File: config.mk
export PLATFORM = sky130hd
export DESIGN_NAME = rtc_alarm_control
export DESIGN_NICKNAME = d
export VERILOG_FILES = /design/src/core/rtc_alarm_pkg.sv /design/src/core/rtc_alarm_match.sv /design/src/core/rtc_alarm_control.sv
export SDC_FILE = /design/constraint.sdc
export NUM_CORES = 1
export LEC_CHECK = 0
export ABC_AREA = 0
export BUFFER_PORTS_ARGS = -buffer_cell sky130_fd_sc_hd__clkbuf_2
export CAP_MARGIN = 20
export CORE_ASPECT_RATIO = 0.75
export CORE_MARGIN = 4
export CORE_UTILIZATION = 50
export CTS_BUF_LIST = sky130_fd_sc_hd__clkbuf_2 sky130_fd_sc_hd__clkbuf_4 sky130_fd_sc_hd__clkbuf_8
export DETAILED_ROUTE_END_ITERATION = 12
export MAX_ROUTING_LAYER = met4
export PLACE_DENSITY = 0.78
export SLEW_MARGIN = 10
export SYNTH_ARGS = -nofsm -noshare
export SYNTH_HDL_FRONTEND = slang
export SYNTH_SLANG_ARGS = --single-unit
File: constraint.sdc
create_clock -name aclk -period 3.76 [get_ports aclk]
set_clock_uncertainty 0.1 [all_clocks]
set_input_delay 0.376 -clock aclk [delete_from_list [all_inputs] [get_ports aclk]]
set_output_delay 0.376 -clock aclk [all_outputs]
set_load 0.005 [all_outputs]
File: src/core/rtc_alarm_pkg.sv
// constants of the alarm control block: register map, fields, codes
// assumes a 32-bit axi4-lite bus with byte addresses in 8 bits
package rtc_alarm_pkg;
  localparam int ADDR_W = 8;
  localparam logic [7:0] OFF_CONFIG = 8'h00;
  localparam logic [7:0] OFF_VAL_HIGH = 8'h04;
  localparam logic [7:0] OFF_VAL_LOW = 8'h08;
  localparam logic [7:0] OFF_CAL = 8'h0c;
  localparam logic [7:0] OFF_MINUTES_SECONDS_VALUE = 8'h10;
  localparam logic [7:0] OFF_IRQ_STATUS = 8'h14;
  localparam logic [7:0] OFF_IRQ_MASK = 8'h18;
  localparam logic [15:0] CONFIG_RESET = 16'h0000;
  localparam int CFG_ON = 15;
  localparam int CFG_CHIME = 14;
  localparam int CFG_SCOPE_LO = 10;
  localparam int CFG_PTR_LO = 8;
  localparam int CFG_RPT_LO = 0;
  localparam logic [7:0] RPT_ZERO = 8'h00;
  localparam logic [7:0] RPT_ONE = 8'h01;
  localparam logic [1:0] PTR_ZERO = 2'h0;
  localparam logic [1:0] PTR_NONE = 2'h3;
  localparam logic [2:0] HIGH_BASE = 3'h3;
  localparam int CAL_RUN = 0;
  localparam int CAL_UNLOCK = 1;
  localparam int CAL_SYNC = 2;
  localparam logic [2:0] CAL_RESET = 3'h0;
  localparam int IRQ_ALARM = 0;
  localparam int IRQ_DONE = 1;
  localparam logic [1:0] IRQ_RESET = 2'h0;
  localparam logic [1:0] RESP_OKAY = 2'h0;
  localparam logic [1:0] RESP_SLVERR = 2'h2;
  localparam logic [7:0] FEB = 8'h02;
  localparam logic [7:0] DAY_29 = 8'h29;
  typedef enum logic [3:0] {
    SCOPE_HALF = 4'b0000,
    SCOPE_SEC = 4'b0001,
    SCOPE_TEN_SEC = 4'b0010,
    SCOPE_MIN = 4'b0011,
    SCOPE_TEN_MIN = 4'b0100,
    SCOPE_HOUR = 4'b0101,
    SCOPE_DAY = 4'b0110,
    SCOPE_WEEK = 4'b0111,
    SCOPE_MONTH = 4'b1000,
    SCOPE_YEAR = 4'b1001
  } scope_t;
endpackage

File: src/core/rtc_alarm_match.sv
// alarm comparator: current time against stored alarm fields
// assumes bcd time fields and tick pulses synchronous to the clock
`timescale 1ns/1ns
module rtc_alarm_match (
  // ticks
  input wire logic half_tick,
  input wire logic sec_tick,
  // current time
  input wire logic [7:0] cur_sec,
  input wire logic [7:0] cur_min,
  input wire logic [7:0] cur_hour,
  input wire logic [7:0] cur_wday,
  input wire logic [7:0] cur_day,
  input wire logic [7:0] cur_month,
  input wire logic leap_year,
  // alarm setting
  input wire logic [7:0] al_sec,
  input wire logic [7:0] al_min,
  input wire logic [7:0] al_hour,
  input wire logic [7:0] al_wday,
  input wire logic [7:0] al_day,
  input wire logic [7:0] al_month,
  input wire logic [3:0] scope,
  // result
  output logic match
);
  logic s1;
  logic s;
  logic m1;
  logic m;
  logic h;
  logic feb29_ok;
  always_comb begin
    s1 = cur_sec[3:0] == al_sec[3:0];
    s = cur_sec == al_sec;
    m1 = s && cur_min[3:0] == al_min[3:0];
    m = s && cur_min == al_min;
    h = m && cur_hour == al_hour;
    // feb 29 only fires in a leap year
    feb29_ok = !(al_month == rtc_alarm_pkg::FEB && al_day == rtc_alarm_pkg::DAY_29) || leap_year;
    case (scope)
      rtc_alarm_pkg::SCOPE_HALF: match = half_tick;
      rtc_alarm_pkg::SCOPE_SEC: match = sec_tick;
      rtc_alarm_pkg::SCOPE_TEN_SEC: match = sec_tick && s1;
      rtc_alarm_pkg::SCOPE_MIN: match = sec_tick && s;
      rtc_alarm_pkg::SCOPE_TEN_MIN: match = sec_tick && m1;
      rtc_alarm_pkg::SCOPE_HOUR: match = sec_tick && m;
      rtc_alarm_pkg::SCOPE_DAY: match = sec_tick && h;
      rtc_alarm_pkg::SCOPE_WEEK: match = sec_tick && h && cur_wday == al_wday;
      rtc_alarm_pkg::SCOPE_MONTH: match = sec_tick && h && cur_day == al_day;
      rtc_alarm_pkg::SCOPE_YEAR: begin
        match = sec_tick && h && cur_day == al_day && cur_month == al_month
          && feb29_ok;
      end
      default: match = 1'b0;
    endcase
  end
endmodule

File: src/core/rtc_alarm_control.sv
// alarm configuration, repeat and value window logic with axi4-lite slave
// assumes time fields and ticks come from the calendar counters, same clock
//
// Design decisions made here: the AXI4-Lite interface to the registers and the register addresses.
`timescale 1ns/1ns
// Behaviour
// - alarm off gives no events; after an event with count zero and chime off it turns off.
// - each event decrements the repeat count, wrapping from zero only with chime on.
// - with chime off, the repeat count says how many further events follow, zero meaning none.
// - the pointer picks which alarm value appears in the high and low windows.
// - each access to the high window decrements the pointer, stopping at zero.
// - the calibration register is reset only by power-on reset.
// - writes to the run-enable bit are ignored unless write-unlock is set.
// - writing the low half of minutes/seconds clears the read-only sync bit.
// - all sixteen configuration bits are read/write and reset to zero.
module rtc_alarm_control (
  // clock and resets
  input wire logic aclk,
  input wire logic aresetn,
  input wire logic por_n,
  // axi4-lite write
  input wire logic [7:0] awaddr,
  input wire logic awvalid,
  output logic awready,
  input wire logic [31:0] wdata,
  input wire logic [3:0] wstrb,
  input wire logic wvalid,
  output logic wready,
  output logic [1:0] bresp,
  output logic bvalid,
  input wire logic bready,
  // axi4-lite read
  input wire logic [7:0] araddr,
  input wire logic arvalid,
  output logic arready,
  output logic [31:0] rdata,
  output logic [1:0] rresp,
  output logic rvalid,
  input wire logic rready,
  // time base
  input wire logic half_tick,
  input wire logic sec_tick,
  input wire logic [7:0] cur_sec,
  input wire logic [7:0] cur_min,
  input wire logic [7:0] cur_hour,
  input wire logic [7:0] cur_wday,
  input wire logic [7:0] cur_day,
  input wire logic [7:0] cur_month,
  input wire logic leap_year,
  // outputs
  output logic alarm_event,
  output logic clock_run_enable,
  output logic irq
);
  logic alarm_on, chime, clock_write_unlock, cal_sync, aw_held, w_held;
  logic wr_go, rd_go, wr_hit, rd_hit, rd_hi, wr_hi, wr_lo, match, fire;
  logic [1:0] alarm_value_pointer, irq_status, irq_mask;
  logic [3:0] alarm_match_scope, w_strb;
  logic [7:0] alarm_repeat_count, aw_addr;
  logic [7:0] alarm_val [0:5];
  logic [2:0] wr_idx, rd_idx;
  logic [15:0] minutes_seconds_value, config_word;
  logic [31:0] w_data, next_rdata;

  rtc_alarm_match u_match (
    .half_tick(half_tick),
    .sec_tick(sec_tick),
    .cur_sec(cur_sec),
    .cur_min(cur_min),
    .cur_hour(cur_hour),
    .cur_wday(cur_wday),
    .cur_day(cur_day),
    .cur_month(cur_month),
    .leap_year(leap_year),
    .al_sec(alarm_val[0]),
    .al_hour(alarm_val[1]),
    .al_day(alarm_val[2]),
    .al_min(alarm_val[3]),
    .al_wday(alarm_val[4]),
    .al_month(alarm_val[5]),
    .scope(alarm_match_scope),
    .match(match)
  );

  assign fire = match && alarm_on;
  assign config_word = {alarm_on, chime, alarm_match_scope, alarm_value_pointer,
    alarm_repeat_count};
  assign wr_go = aw_held && w_held && !bvalid;
  assign rd_go = arvalid && arready;
  assign wr_hi = wr_go && aw_addr == rtc_alarm_pkg::OFF_VAL_HIGH;
  assign wr_lo = wr_go && aw_addr == rtc_alarm_pkg::OFF_VAL_LOW;
  assign rd_hi = rd_go && araddr == rtc_alarm_pkg::OFF_VAL_HIGH;
  // window index: low window 0..2, high window 3..5
  assign wr_idx = wr_hi ? rtc_alarm_pkg::HIGH_BASE + {1'b0, alarm_value_pointer}
    : {1'b0, alarm_value_pointer};
  assign rd_idx = (araddr == rtc_alarm_pkg::OFF_VAL_HIGH)
    ? rtc_alarm_pkg::HIGH_BASE + {1'b0, alarm_value_pointer} : {1'b0, alarm_value_pointer};

  always_comb begin
    case (aw_addr)
      rtc_alarm_pkg::OFF_CONFIG, rtc_alarm_pkg::OFF_VAL_HIGH, rtc_alarm_pkg::OFF_VAL_LOW,
      rtc_alarm_pkg::OFF_CAL, rtc_alarm_pkg::OFF_MINUTES_SECONDS_VALUE, rtc_alarm_pkg::OFF_IRQ_STATUS,
      rtc_alarm_pkg::OFF_IRQ_MASK: wr_hit = 1'b1;
      default: wr_hit = 1'b0;
    endcase
  end

  always_comb begin
    next_rdata = 32'h0000_0000;
    rd_hit = 1'b1;
    case (araddr)
      rtc_alarm_pkg::OFF_CONFIG: next_rdata[15:0] = config_word;
      rtc_alarm_pkg::OFF_VAL_HIGH, rtc_alarm_pkg::OFF_VAL_LOW: begin
        if (alarm_value_pointer != rtc_alarm_pkg::PTR_NONE) begin
          next_rdata[7:0] = alarm_val[rd_idx];
        end
      end
      rtc_alarm_pkg::OFF_CAL: begin
        next_rdata[rtc_alarm_pkg::CAL_RUN] = clock_run_enable;
        next_rdata[rtc_alarm_pkg::CAL_UNLOCK] = clock_write_unlock;
        next_rdata[rtc_alarm_pkg::CAL_SYNC] = cal_sync;
      end
      rtc_alarm_pkg::OFF_MINUTES_SECONDS_VALUE: next_rdata[15:0] = minutes_seconds_value;
      rtc_alarm_pkg::OFF_IRQ_STATUS: next_rdata[1:0] = irq_status;
      rtc_alarm_pkg::OFF_IRQ_MASK: next_rdata[1:0] = irq_mask;
      default: rd_hit = 1'b0;
    endcase
  end

  // write address and data, taken in either order
  always_ff @(posedge aclk) begin
    if (!aresetn) begin
      aw_held <= 1'b0;
      awready <= 1'b0;
      aw_addr <= 8'h00;
    end else if (awvalid && awready) begin
      aw_held <= 1'b1;
      awready <= 1'b0;
      aw_addr <= awaddr;
    end else if (bvalid && bready) begin
      aw_held <= 1'b0;
      awready <= 1'b1;
    end else if (!aw_held) begin
      awready <= 1'b1;
    end
  end

  always_ff @(posedge aclk) begin
    if (!aresetn) begin
      w_held <= 1'b0;
      wready <= 1'b0;
      w_data <= 32'h0000_0000;
      w_strb <= 4'h0;
    end else if (wvalid && wready) begin
      w_held <= 1'b1;
      wready <= 1'b0;
      w_data <= wdata;
      w_strb <= wstrb;
    end else if (bvalid && bready) begin
      w_held <= 1'b0;
      wready <= 1'b1;
    end else if (!w_held) begin
      wready <= 1'b1;
    end
  end

  always_ff @(posedge aclk) begin
    if (!aresetn) begin
      bvalid <= 1'b0;
      bresp <= rtc_alarm_pkg::RESP_OKAY;
    end else if (wr_go) begin
      bvalid <= 1'b1;
      bresp <= wr_hit ? rtc_alarm_pkg::RESP_OKAY : rtc_alarm_pkg::RESP_SLVERR;
    end else if (bready) begin
      bvalid <= 1'b0;
    end
  end

  // read channel, one outstanding
  always_ff @(posedge aclk) begin
    if (!aresetn) begin
      arready <= 1'b0;
      rvalid <= 1'b0;
      rdata <= 32'h0000_0000;
      rresp <= rtc_alarm_pkg::RESP_OKAY;
    end else if (rd_go) begin
      arready <= 1'b0;
      rvalid <= 1'b1;
      rdata <= next_rdata;
      rresp <= rd_hit ? rtc_alarm_pkg::RESP_OKAY : rtc_alarm_pkg::RESP_SLVERR;
    end else if (rvalid && rready) begin
      rvalid <= 1'b0;
      arready <= 1'b1;
    end else if (!rvalid) begin
      arready <= 1'b1;
    end
  end

  // alarm enable, chime, scope
  always_ff @(posedge aclk) begin
    if (!aresetn) begin
      alarm_on <= rtc_alarm_pkg::CONFIG_RESET[rtc_alarm_pkg::CFG_ON];
      chime <= rtc_alarm_pkg::CONFIG_RESET[rtc_alarm_pkg::CFG_CHIME];
      alarm_match_scope <= rtc_alarm_pkg::CONFIG_RESET[rtc_alarm_pkg::CFG_SCOPE_LO +: 4];
    end else if (wr_go && aw_addr == rtc_alarm_pkg::OFF_CONFIG && w_strb[1]) begin
      alarm_on <= w_data[rtc_alarm_pkg::CFG_ON];
      chime <= w_data[rtc_alarm_pkg::CFG_CHIME];
      alarm_match_scope <= w_data[rtc_alarm_pkg::CFG_SCOPE_LO +: 4];
    end else if (fire && !chime && alarm_repeat_count == rtc_alarm_pkg::RPT_ZERO) begin
      alarm_on <= 1'b0;
    end
  end
  property p_auto_off;
    @(posedge aclk) disable iff (!aresetn)
      fire && !chime && alarm_repeat_count == rtc_alarm_pkg::RPT_ZERO && !wr_go |=> !alarm_on;
  endproperty
  a_auto_off: assert property (p_auto_off) else $error("alarm not auto-disabled");
  property p_reset_zero;
    @(posedge aclk) $past(!aresetn) && !aresetn |-> config_word == rtc_alarm_pkg::CONFIG_RESET;
  endproperty
  a_reset_zero: assert property (p_reset_zero) else $error("config not zero");
  // repeat counter
  always_ff @(posedge aclk) begin
    if (!aresetn) begin
      alarm_repeat_count <= rtc_alarm_pkg::CONFIG_RESET[rtc_alarm_pkg::CFG_RPT_LO +: 8];
    end else if (wr_go && aw_addr == rtc_alarm_pkg::OFF_CONFIG && w_strb[0]) begin
      alarm_repeat_count <= w_data[rtc_alarm_pkg::CFG_RPT_LO +: 8];
    end else if (fire && (chime || alarm_repeat_count != rtc_alarm_pkg::RPT_ZERO)) begin
      alarm_repeat_count <= alarm_repeat_count - rtc_alarm_pkg::RPT_ONE;
    end
  end
  property p_count_dec;
    @(posedge aclk) disable iff (!aresetn)
      fire && alarm_repeat_count != rtc_alarm_pkg::RPT_ZERO && !wr_go
      |=> alarm_repeat_count == $past(alarm_repeat_count) - rtc_alarm_pkg::RPT_ONE;
  endproperty
  a_count_dec: assert property (p_count_dec) else $error("count not decremented");
  property p_wrap;
    @(posedge aclk) disable iff (!aresetn)
      fire && alarm_repeat_count == rtc_alarm_pkg::RPT_ZERO && !wr_go
      |=> alarm_repeat_count == ($past(chime) ? 8'hff : rtc_alarm_pkg::RPT_ZERO);
  endproperty
  a_wrap: assert property (p_wrap) else $error("wrong wrap of repeat count");
  // value window pointer
  always_ff @(posedge aclk) begin
    if (!aresetn) begin
      alarm_value_pointer <= rtc_alarm_pkg::CONFIG_RESET[rtc_alarm_pkg::CFG_PTR_LO +: 2];
    end else if (wr_go && aw_addr == rtc_alarm_pkg::OFF_CONFIG && w_strb[1]) begin
      alarm_value_pointer <= w_data[rtc_alarm_pkg::CFG_PTR_LO +: 2];
    end else if ((rd_hi || wr_hi) && alarm_value_pointer != rtc_alarm_pkg::PTR_ZERO) begin
      alarm_value_pointer <= alarm_value_pointer - 2'h1;
    end
  end
  property p_ptr_dec;
    @(posedge aclk) disable iff (!aresetn)
      rd_hi && !wr_go |=> alarm_value_pointer == ($past(alarm_value_pointer)
        == rtc_alarm_pkg::PTR_ZERO ? rtc_alarm_pkg::PTR_ZERO : $past(alarm_value_pointer) - 2'h1);
  endproperty
  a_ptr_dec: assert property (p_ptr_dec) else $error("pointer step wrong");
  // alarm value registers behind the windows
  always_ff @(posedge aclk) begin
    if (!aresetn) begin
      for (int i = 0; i < 6; i++) begin
        alarm_val[i] <= 8'h00;
      end
    end else if ((wr_hi || wr_lo) && w_strb[0]
      && alarm_value_pointer != rtc_alarm_pkg::PTR_NONE) begin
      alarm_val[wr_idx] <= w_data[7:0];
    end
  end

  // calibration register, power-on reset only
  always_ff @(posedge aclk) begin
    if (!por_n) begin
      clock_run_enable <= rtc_alarm_pkg::CAL_RESET[rtc_alarm_pkg::CAL_RUN];
      clock_write_unlock <= rtc_alarm_pkg::CAL_RESET[rtc_alarm_pkg::CAL_UNLOCK];
    end else if (wr_go && aw_addr == rtc_alarm_pkg::OFF_CAL && w_strb[0]) begin
      clock_write_unlock <= w_data[rtc_alarm_pkg::CAL_UNLOCK];
      if (clock_write_unlock) begin
        clock_run_enable <= w_data[rtc_alarm_pkg::CAL_RUN];
      end
    end
  end
  property p_run_locked;
    @(posedge aclk) disable iff (!por_n) !clock_write_unlock |=> $stable(clock_run_enable);
  endproperty
  a_run_locked: assert property (p_run_locked) else $error("locked run bit changed");
  // sync status: set by the half-second tick, cleared by a low-half write
  always_ff @(posedge aclk) begin
    if (!por_n) begin
      cal_sync <= rtc_alarm_pkg::CAL_RESET[rtc_alarm_pkg::CAL_SYNC];
    end else if (half_tick) begin
      cal_sync <= 1'b1;
    end else if (wr_go && aw_addr == rtc_alarm_pkg::OFF_MINUTES_SECONDS_VALUE && w_strb[0]) begin
      cal_sync <= 1'b0;
    end
  end
  property p_sync_clear;
    @(posedge aclk) disable iff (!por_n || !aresetn)
      wr_go && aw_addr == rtc_alarm_pkg::OFF_MINUTES_SECONDS_VALUE && w_strb[0] && !half_tick |=> !cal_sync;
  endproperty
  a_sync_clear: assert property (p_sync_clear) else $error("sync bit not cleared");
  always_ff @(posedge aclk) begin
    if (!aresetn) begin
      minutes_seconds_value <= 16'h0000;
    end else if (wr_go && aw_addr == rtc_alarm_pkg::OFF_MINUTES_SECONDS_VALUE) begin
      if (w_strb[0]) begin
        minutes_seconds_value[7:0] <= w_data[7:0];
      end
      if (w_strb[1]) begin
        minutes_seconds_value[15:8] <= w_data[15:8];
      end
    end
  end

  // interrupt status, write one to clear; a new event wins
  always_ff @(posedge aclk) begin
    if (!aresetn) begin
      irq_status <= rtc_alarm_pkg::IRQ_RESET;
    end else begin
      for (int b = 0; b < 2; b++) begin
        if (wr_go && aw_addr == rtc_alarm_pkg::OFF_IRQ_STATUS && w_strb[0] && w_data[b]) begin
          irq_status[b] <= 1'b0;
        end
      end
      if (fire) begin
        irq_status[rtc_alarm_pkg::IRQ_ALARM] <= 1'b1;
      end
      if (fire && !chime && alarm_repeat_count == rtc_alarm_pkg::RPT_ZERO) begin
        irq_status[rtc_alarm_pkg::IRQ_DONE] <= 1'b1;
      end
    end
  end

  always_ff @(posedge aclk) begin
    if (!aresetn) begin
      irq_mask <= rtc_alarm_pkg::IRQ_RESET;
    end else if (wr_go && aw_addr == rtc_alarm_pkg::OFF_IRQ_MASK && w_strb[0]) begin
      irq_mask <= w_data[1:0];
    end
  end

  always_ff @(posedge aclk) begin
    if (!aresetn) begin
      irq <= 1'b0;
      alarm_event <= 1'b0;
    end else begin
      irq <= |(irq_status & irq_mask);
      alarm_event <= fire;
    end
  end
  property p_off_silent;
    @(posedge aclk) disable iff (!aresetn) !alarm_on |=> !alarm_event;
  endproperty
  a_off_silent: assert property (p_off_silent) else $error("event while alarm off");
  property p_event_irq;
    @(posedge aclk) disable iff (!aresetn)
      fire |=> irq_status[rtc_alarm_pkg::IRQ_ALARM] && alarm_event;
  endproperty
  a_event_irq: assert property (p_event_irq) else $error("event not flagged");
endmodule

==> results of run 1 <==
state kept, by name (all words and copies together) (netlist names), 2 cells and up:
signal,cells
alarm_value_pointer,2
alarm_repeat_count,8
w_data,16
minutes_seconds_value,16
w_strb,2
irq_mask,2
aw_addr,8
alarm_val,64
rdata,16
irq_status,2
alarm_match_scope,4
cells in the final DEF (no fill, tap or decap), types with 18 or more instances in the layout:
master / instances
mux2i_1: 36
edfxtp_1: 64
nor2_1: 100
conb_1: 18
xor2_1: 20
inv_1: 25
nand2_1: 114
nand3_1: 27
a21oi_1: 47
clkbuf_2: 118
dfxtp_1: 92
xnor2_1: 30
nor3_1: 24
clkbuf_8: 18
through the flow:
step           utilization  worst slack (ps)  total power, mW
3_5_place_dp         0.567               616             2.13
6_report             0.593               548             3.33
3_3_place_gp         0.567               647             2.12
4_1_cts              0.593               584             3.33
5_1_grt              0.593               317             3.45
2_1_floorplan            -              1110             2.02
metal layers:
metal / up-vias / global-route usage / part of all wire
li1: 3065 / - / -
met1: 2974 / 0.380 / 0.45
met2: 362 / 0.338 / 0.41
met3: 26 / 0.0772 / 0.13
met4: 0 / 0.0688 / 0.015
met5: - / - / 0
path summary, 6_finish.rpt:
kind / from / to / cells after the start
worst min register to register: aw_addr[7]$_SDFFE_PN0P_ / aw_addr[7]$_SDFFE_PN0P_ / 2
worst min-delay path: awaddr[7] / aw_addr[7]$_SDFFE_PN0P_ / 3
worst max register to register: aw_addr[5]$_SDFFE_PN0P_ / alarm_val[1][0]$_SDFFCE_PN0P_ / 7
worst max-delay path: aw_addr[5]$_SDFFE_PN0P_ / alarm_val[1][0]$_SDFFCE_PN0P_ / 7
cell type report:
type | instances | area (µm²) | area share
multi-input cells | 589 | 3570 | 0.409
well taps | 200 | 250 | 0.0286
inverters | 26 | 97.6 | 0.0112
repair buffers | 129 | 673 | 0.0770
clock inverters | 13 | 129 | 0.0147
clock buffers | 19 | 255 | 0.0292
flip-flops and latches | 156 | 3760 | 0.430
kinds of logic after synthesis:
| logic type | after synthesis |
|---|---|
| fa+ha+maj | 4 |
| buf+inv | 82 |
| other cells | 1 |
| mux | 45 |
| flops | 156 |
| compound gates | 130 |
| simple gates | 342 |
| xor+xnor | 50 |
power by group:
part           total (mW)  internal (mW)  switching [mW]
sequential           1.85           1.80          0.0479
combinational       0.246          0.106           0.140
clock                1.24          0.565           0.670
total                3.33           2.47           0.859
tightest hold or removal path, delay by kind of cell:
family,cells,cell delay [ps]
compound gates,1,50
buf+inv,1,80
simple gates,1,40
==> run_results.csv, run 1 <==
group,metric,value,unit
outcome,status,"finished clean",
synthesis,synth_top_flop_cell,"dfxtp_1",
cells_and_area,drive_gt1_frac,0.197,
synthesis,synthMuxAreaShare,0.0689,
critical_path,worstSetupEndpointType,"register",
global_route,grt_util_all_layers,0.256,
timing,drv_slew,0,
synthesis,synth_compound_area_frac,0.114,
global_route,antenna_found_initial,0,
synthesis,ys_top_cells_by_count,"nand2_1, nor2_1, dfxtp_1, edfxtp_1, a21oi_1",
synthesis,synthSimpleGateAreaFrac,0.210,
global_route,overflow,0,
timing,finalSetupTns,0,ps
critical_path,critical_path_class,"register to register",
timing,worst_slew_pin_slew,700,ps
clocking,cts_buffers,17,
die,die_w,151,µm
synthesis,yosys.cell_types.count,69,
placement,post_dp_cell_area,8360,µm²
synthesis,synth.avg_cell_area,9.46,µm²
clocking,holdBufCountCts,0,
timing,worst_hold_slack,28.0,ps
placement,dpl.hpwl,16000,µm
die,die_h,115,µm
pwr,peakVddDrop,0.269,mV
synthesis,yosysSeqAreaShare,0.491,
timing,fin_crit,3210,ps
cells_and_area,n_antenna_cell,0,
timing,rsz0062_at_grt,"no",
routing,firstDrtPassIters,5,
die,initial_utilization,0.520,
routing,drt_wl_total,21200,µm
clocking,cts_sinks,156,
global_route,grt_pass1_wl,32600,µm
critical_path,max_stage_delay,470,ps
timing,fmax,311,MHz
synthesis,synth_adder_area_share,0.00653,
cells_and_area,fin_area,8740,µm²
synthesis,synthCells,810,
job,max-cap-violations,0,
critical_path,required,3780,ps
critical_path,cp-start-kind,"register",
global_route,grt_pass1_vias,5908,
clocking,cts.clk_slew.worst_paths,90,ps
routing,drt-vias-per-instance,5.68,
pwr,power_density,380,nW/µm²
placement,place.gp.congestion,0.969,
synthesis,yosysMostFrequentCell,"nand2_1",
die,ios,155,
synthesis,ys_ff_latch,156,
routing,wl_per_cell,18.7,µm
pwr,power.static_leakage,3.37,nW
critical_path,rrSetupSlack,550,ps
synthesis,synth_top_area_frac,0.251,
clocking,ctsRootBufferMaster,"clkbuf_8",
clocking,clk_latency,450,ps
routing,drtAntennaViolNets,0,
routing,drt_iter0_drc,706,
critical_path,cp_slowest_cell,"and2_1",
synthesis,synth_top_family_by_area,"simple AND/OR/NAND/NOR gates",
synthesis,synth-xor-area-share,0.0572,
critical_path,arrival,3230,ps
cells_and_area,area_delta_synth_final,14.1,%
global_route,grt_max_degree,55,
placement,dp.cells,1100,
timing,period_share,0.854,
clocking,htree_levels,4,
placement,io_buffers,118,
synthesis,synth_edf_count,64,
clocking,cts_setup_buffers,0,
clocking,cts_tree,"built",
synthesis,ys_async_sr_fraction,0,
synthesis,netlist_area,7660,µm²
timing,hold_viol,0,
critical_path,critPathTopFamily,"simple AND/OR/NAND/NOR gates",
worst_hold_path,hold_path_class,"input pin to register",
critical_path,critical_path_buf_inv_count,0,
timing,max_slew_margin,0.532,
die,core,14700,µm²
synthesis,synth_top_area_cell,"edfxtp_1",
synthesis,ys_top_cells_by_area,"edfxtp_1, dfxtp_1, nand2_1, nor2_1, mux2i_1",
timing,finalSetupViolations,0,
die,row_count,38,
critical_path,cp_max_fo,13,
critical_path,path_cells,"or3_1, nor3_2, nand3_1, a211oi_1, and2_1, nand2_1, nand2_1",
cells_and_area,fill_cells,1317,
cells_and_area,fin_cells,1132,
cells_and_area,nNetsFinal,1034,
critical_path,path_common_cell,"nand2_1",
die,die_area,17400,µm²
routing,vias,6427,
synthesis,yosys_warnings,0,
routing,drcViolationCount,0,
clocking,clock_path_buffers,2,
clocking,cts-resized-gates,0,
(Power assumes the default switching activity.)
==> run 2: changes to the inputs <==
--- a/config.mk
+++ b/config.mk
@@ -13,6 +13,7 @@
 export CORE_UTILIZATION = 50
 export CTS_BUF_LIST = sky130_fd_sc_hd__clkbuf_2 sky130_fd_sc_hd__clkbuf_4 sky130_fd_sc_hd__clkbuf_8
 export DETAILED_ROUTE_END_ITERATION = 12
+export HOLD_SLACK_MARGIN = 0.15
 export MAX_ROUTING_LAYER = met4
 export PLACE_DENSITY = 0.78
 export SLEW_MARGIN = 10
==> run_results.csv, run 2 (synthesized netlist as in run 1, its figures left out) <==
group,metric,value,unit
die,row_count,38,
cells_and_area,final_common_cell,"clkbuf_2",
critical_path,max_stage_delay,470,ps
cells_and_area,n_antenna_cell,0,
outcome,status,"finished clean",
critical_path,worstSetupStartpoint,"aw_addr[5]$_SDFFE_PN0P_",
timing,period_share,0.847,
critical_path,cp_max_fo,13,
pwr,combinationalPowerShare,0.081,
worst_hold_path,hold_depth,3,
clocking,cts_buffers,17,
critical_path,rr_startpoint,"aw_addr[5]$_SDFFE_PN0P_",
placement,dpl.hpwl,16000,µm
pwr,p_seq_frac,0.551,
critical_path,critical_path_class,"register to register",
critical_path,critical_path_buf_inv_count,0,
global_route,overflow,0,
global_route,grt_pass1_wl,33500,µm
worst_hold_path,hold_start,"awvalid",
cells_and_area,nNetsFinal,1065,
critical_path,path_cells,"or3_1, nor3_2, nand3_1, a211oi_1, and2_1, nand2_1, nand2_1",
die,die_w,151,µm
critical_path,timing.rr.end,"alarm_val[1][0]$_SDFFCE_PN0P_",
global_route,grt_util_all_layers,0.263,
cells_and_area,fin_cells,1163,
timing,hold_viol,0,
die,ios,155,
clocking,htree_levels,4,
worst_hold_path,hold_path_class,"input pin to register",
critical_path,required,3780,ps
global_route,grt_max_degree,55,
timing,drv_slew,0,
timing,finalSetupTns,0,ps
critical_path,cp-start-kind,"register",
critical_path,cp_slowest_cell,"and2_1",
pwr,peakVddDrop,0.269,mV
cells_and_area,final_util,0.614,
routing,drt_wl_total,21600,µm
die,die_area,17400,µm²
critical_path,path_common_cell,"nand2_1",
critical_path,worst-r2r-cell-count,7,
routing,drtAntennaViolNets,0,
cells_and_area,drive_gt1_frac,0.191,
routing,drt-vias-per-instance,5.66,
pwr,swShare,0.257,
pwr,clkPwrFrac,0.368,
global_route,antenna_found_initial,0,
die,core,14700,µm²
die,initial_utilization,0.520,
timing,finalSetupViolations,0,
placement,dp.cells,1100,
die,die_h,115,µm
timing,fin_crit,3180,ps
job,max-cap-violations,0,
timing,worst_hold_slack,283,ps
critical_path,worstSetupEndpointType,"register",
cells_and_area,layout_common_cells,"clkbuf_2, nand2_1, nor2_1",
cells_and_area,area_delta_synth_final,18.2,%
cells_and_area,top_register,"alarm_val",
routing,drcViolationCount,0,
clocking,cts_sinks,156,
routing,firstDrtPassIters,9,
pwr,p_total,3.35,mW
placement,place.gp.congestion,0.969,
timing,fmax,314,MHz
pwr,switchingPower,861,µW
clocking,clock_path_buffers,2,
cells_and_area,fill_cells,1279,
clocking,cts.clk_slew.worst_paths,90,ps
routing,wl_per_cell,18.6,µm
timing,rsz0062_at_grt,"no",
placement,io_buffers,118,
pwr,power.static_leakage,3.50,nW
cells_and_area,largest_reg_flops,64,
global_route,grt_pass1_vias,6097,
pwr,internal_power,2.49,mW
routing,vias,6578,
pwr,power_density,370,nW/µm²
clocking,cts_setup_buffers,0,
clocking,clk_latency,450,ps
clocking,ctsRootBufferMaster,"clkbuf_8",
timing,worst_slew_pin_slew,702,ps
critical_path,arrival,3200,ps
worst_hold_path,whs_endpoint,"aw_held$_SDFFE_PN0P_",
critical_path,rrSetupSlack,580,ps
timing,max_slew_margin,0.528,
clocking,cts_tree,"built",
routing,drt_iter0_drc,766,
critical_path,critPathTopFamily,"simple AND/OR/NAND/NOR gates",
==> run 2: timing repair <==
action,in CTS,in global routing
gates resized for setup,0,0
hold endpoints to repair,34,0
hold buffers,31,0
==> run 2: worst reg2reg max path, cell delays in order, from the launching register on <==
cell	delay, ps
dfxtp_1	320
or3_1	400
nor3_2	280
nand3_1	170
a211oi_1	380
and2_1	470
nand2_1	340
nand2_1	400
==> run 2: worst max path at each step <==
stage,endpoint,slack (ps),cells past startpoint
2_1_floorplan,alarm_val[4][0]$_SDFFCE_PN0P_,1110,7
3_3_place_gp,alarm_val[1][4]$_SDFFCE_PN0P_,650,7
4_1_cts,alarm_val[1][0]$_SDFFCE_PN0P_,580,7
3_5_place_dp,alarm_val[1][3]$_SDFFCE_PN0P_,620,7
6_report,alarm_val[1][0]$_SDFFCE_PN0P_,580,7
5_1_grt,alarm_val[1][1]$_SDFFCE_PN0P_,320,7
==> run 2: metal layers <==
layer | wire (µm) | vias up | global-route usage
li1 | - | 3129 | -
met1 | 9490 | 3044 | 0.383
met2 | 8810 | 368 | 0.349
met3 | 2840 | 37 | 0.0804
met4 | 477 | 0 | 0.0791
met5 | 0 | - | -
==> run 2: cell type report <==
class / count / area, µm² / area share
flip-flops and latches: 156 / 3760 / 0.416
multi-input cells: 589 / 3570 / 0.395
repair buffers: 160 / 983 / 0.109
well taps: 200 / 250 / 0.0276
clock inverters: 13 / 129 / 0.0142
clock buffers: 19 / 255 / 0.0282
inverters: 26 / 97.6 / 0.0108
==> run 2: power groups by stage <==
stage / Sequential, mW / Combinational (mW) / Clock, mW
after floorplan: 1.86 / 0.157 / 0
after global placement: 1.88 / 0.238 / 0
after detailed placement: 1.88 / 0.244 / 0
after CTS: 1.84 / 0.270 / 1.24
after global routing: 1.85 / 0.303 / 1.33
final: 1.85 / 0.272 / 1.23
==> run 2: stage by stage <==
step	setup WS (ps)	instance area [µm²]
global route	317	9050
floorplan	1110	7720
CTS	584	9050
detailed placement	616	8360
global placement	647	8360
finish	577	9050
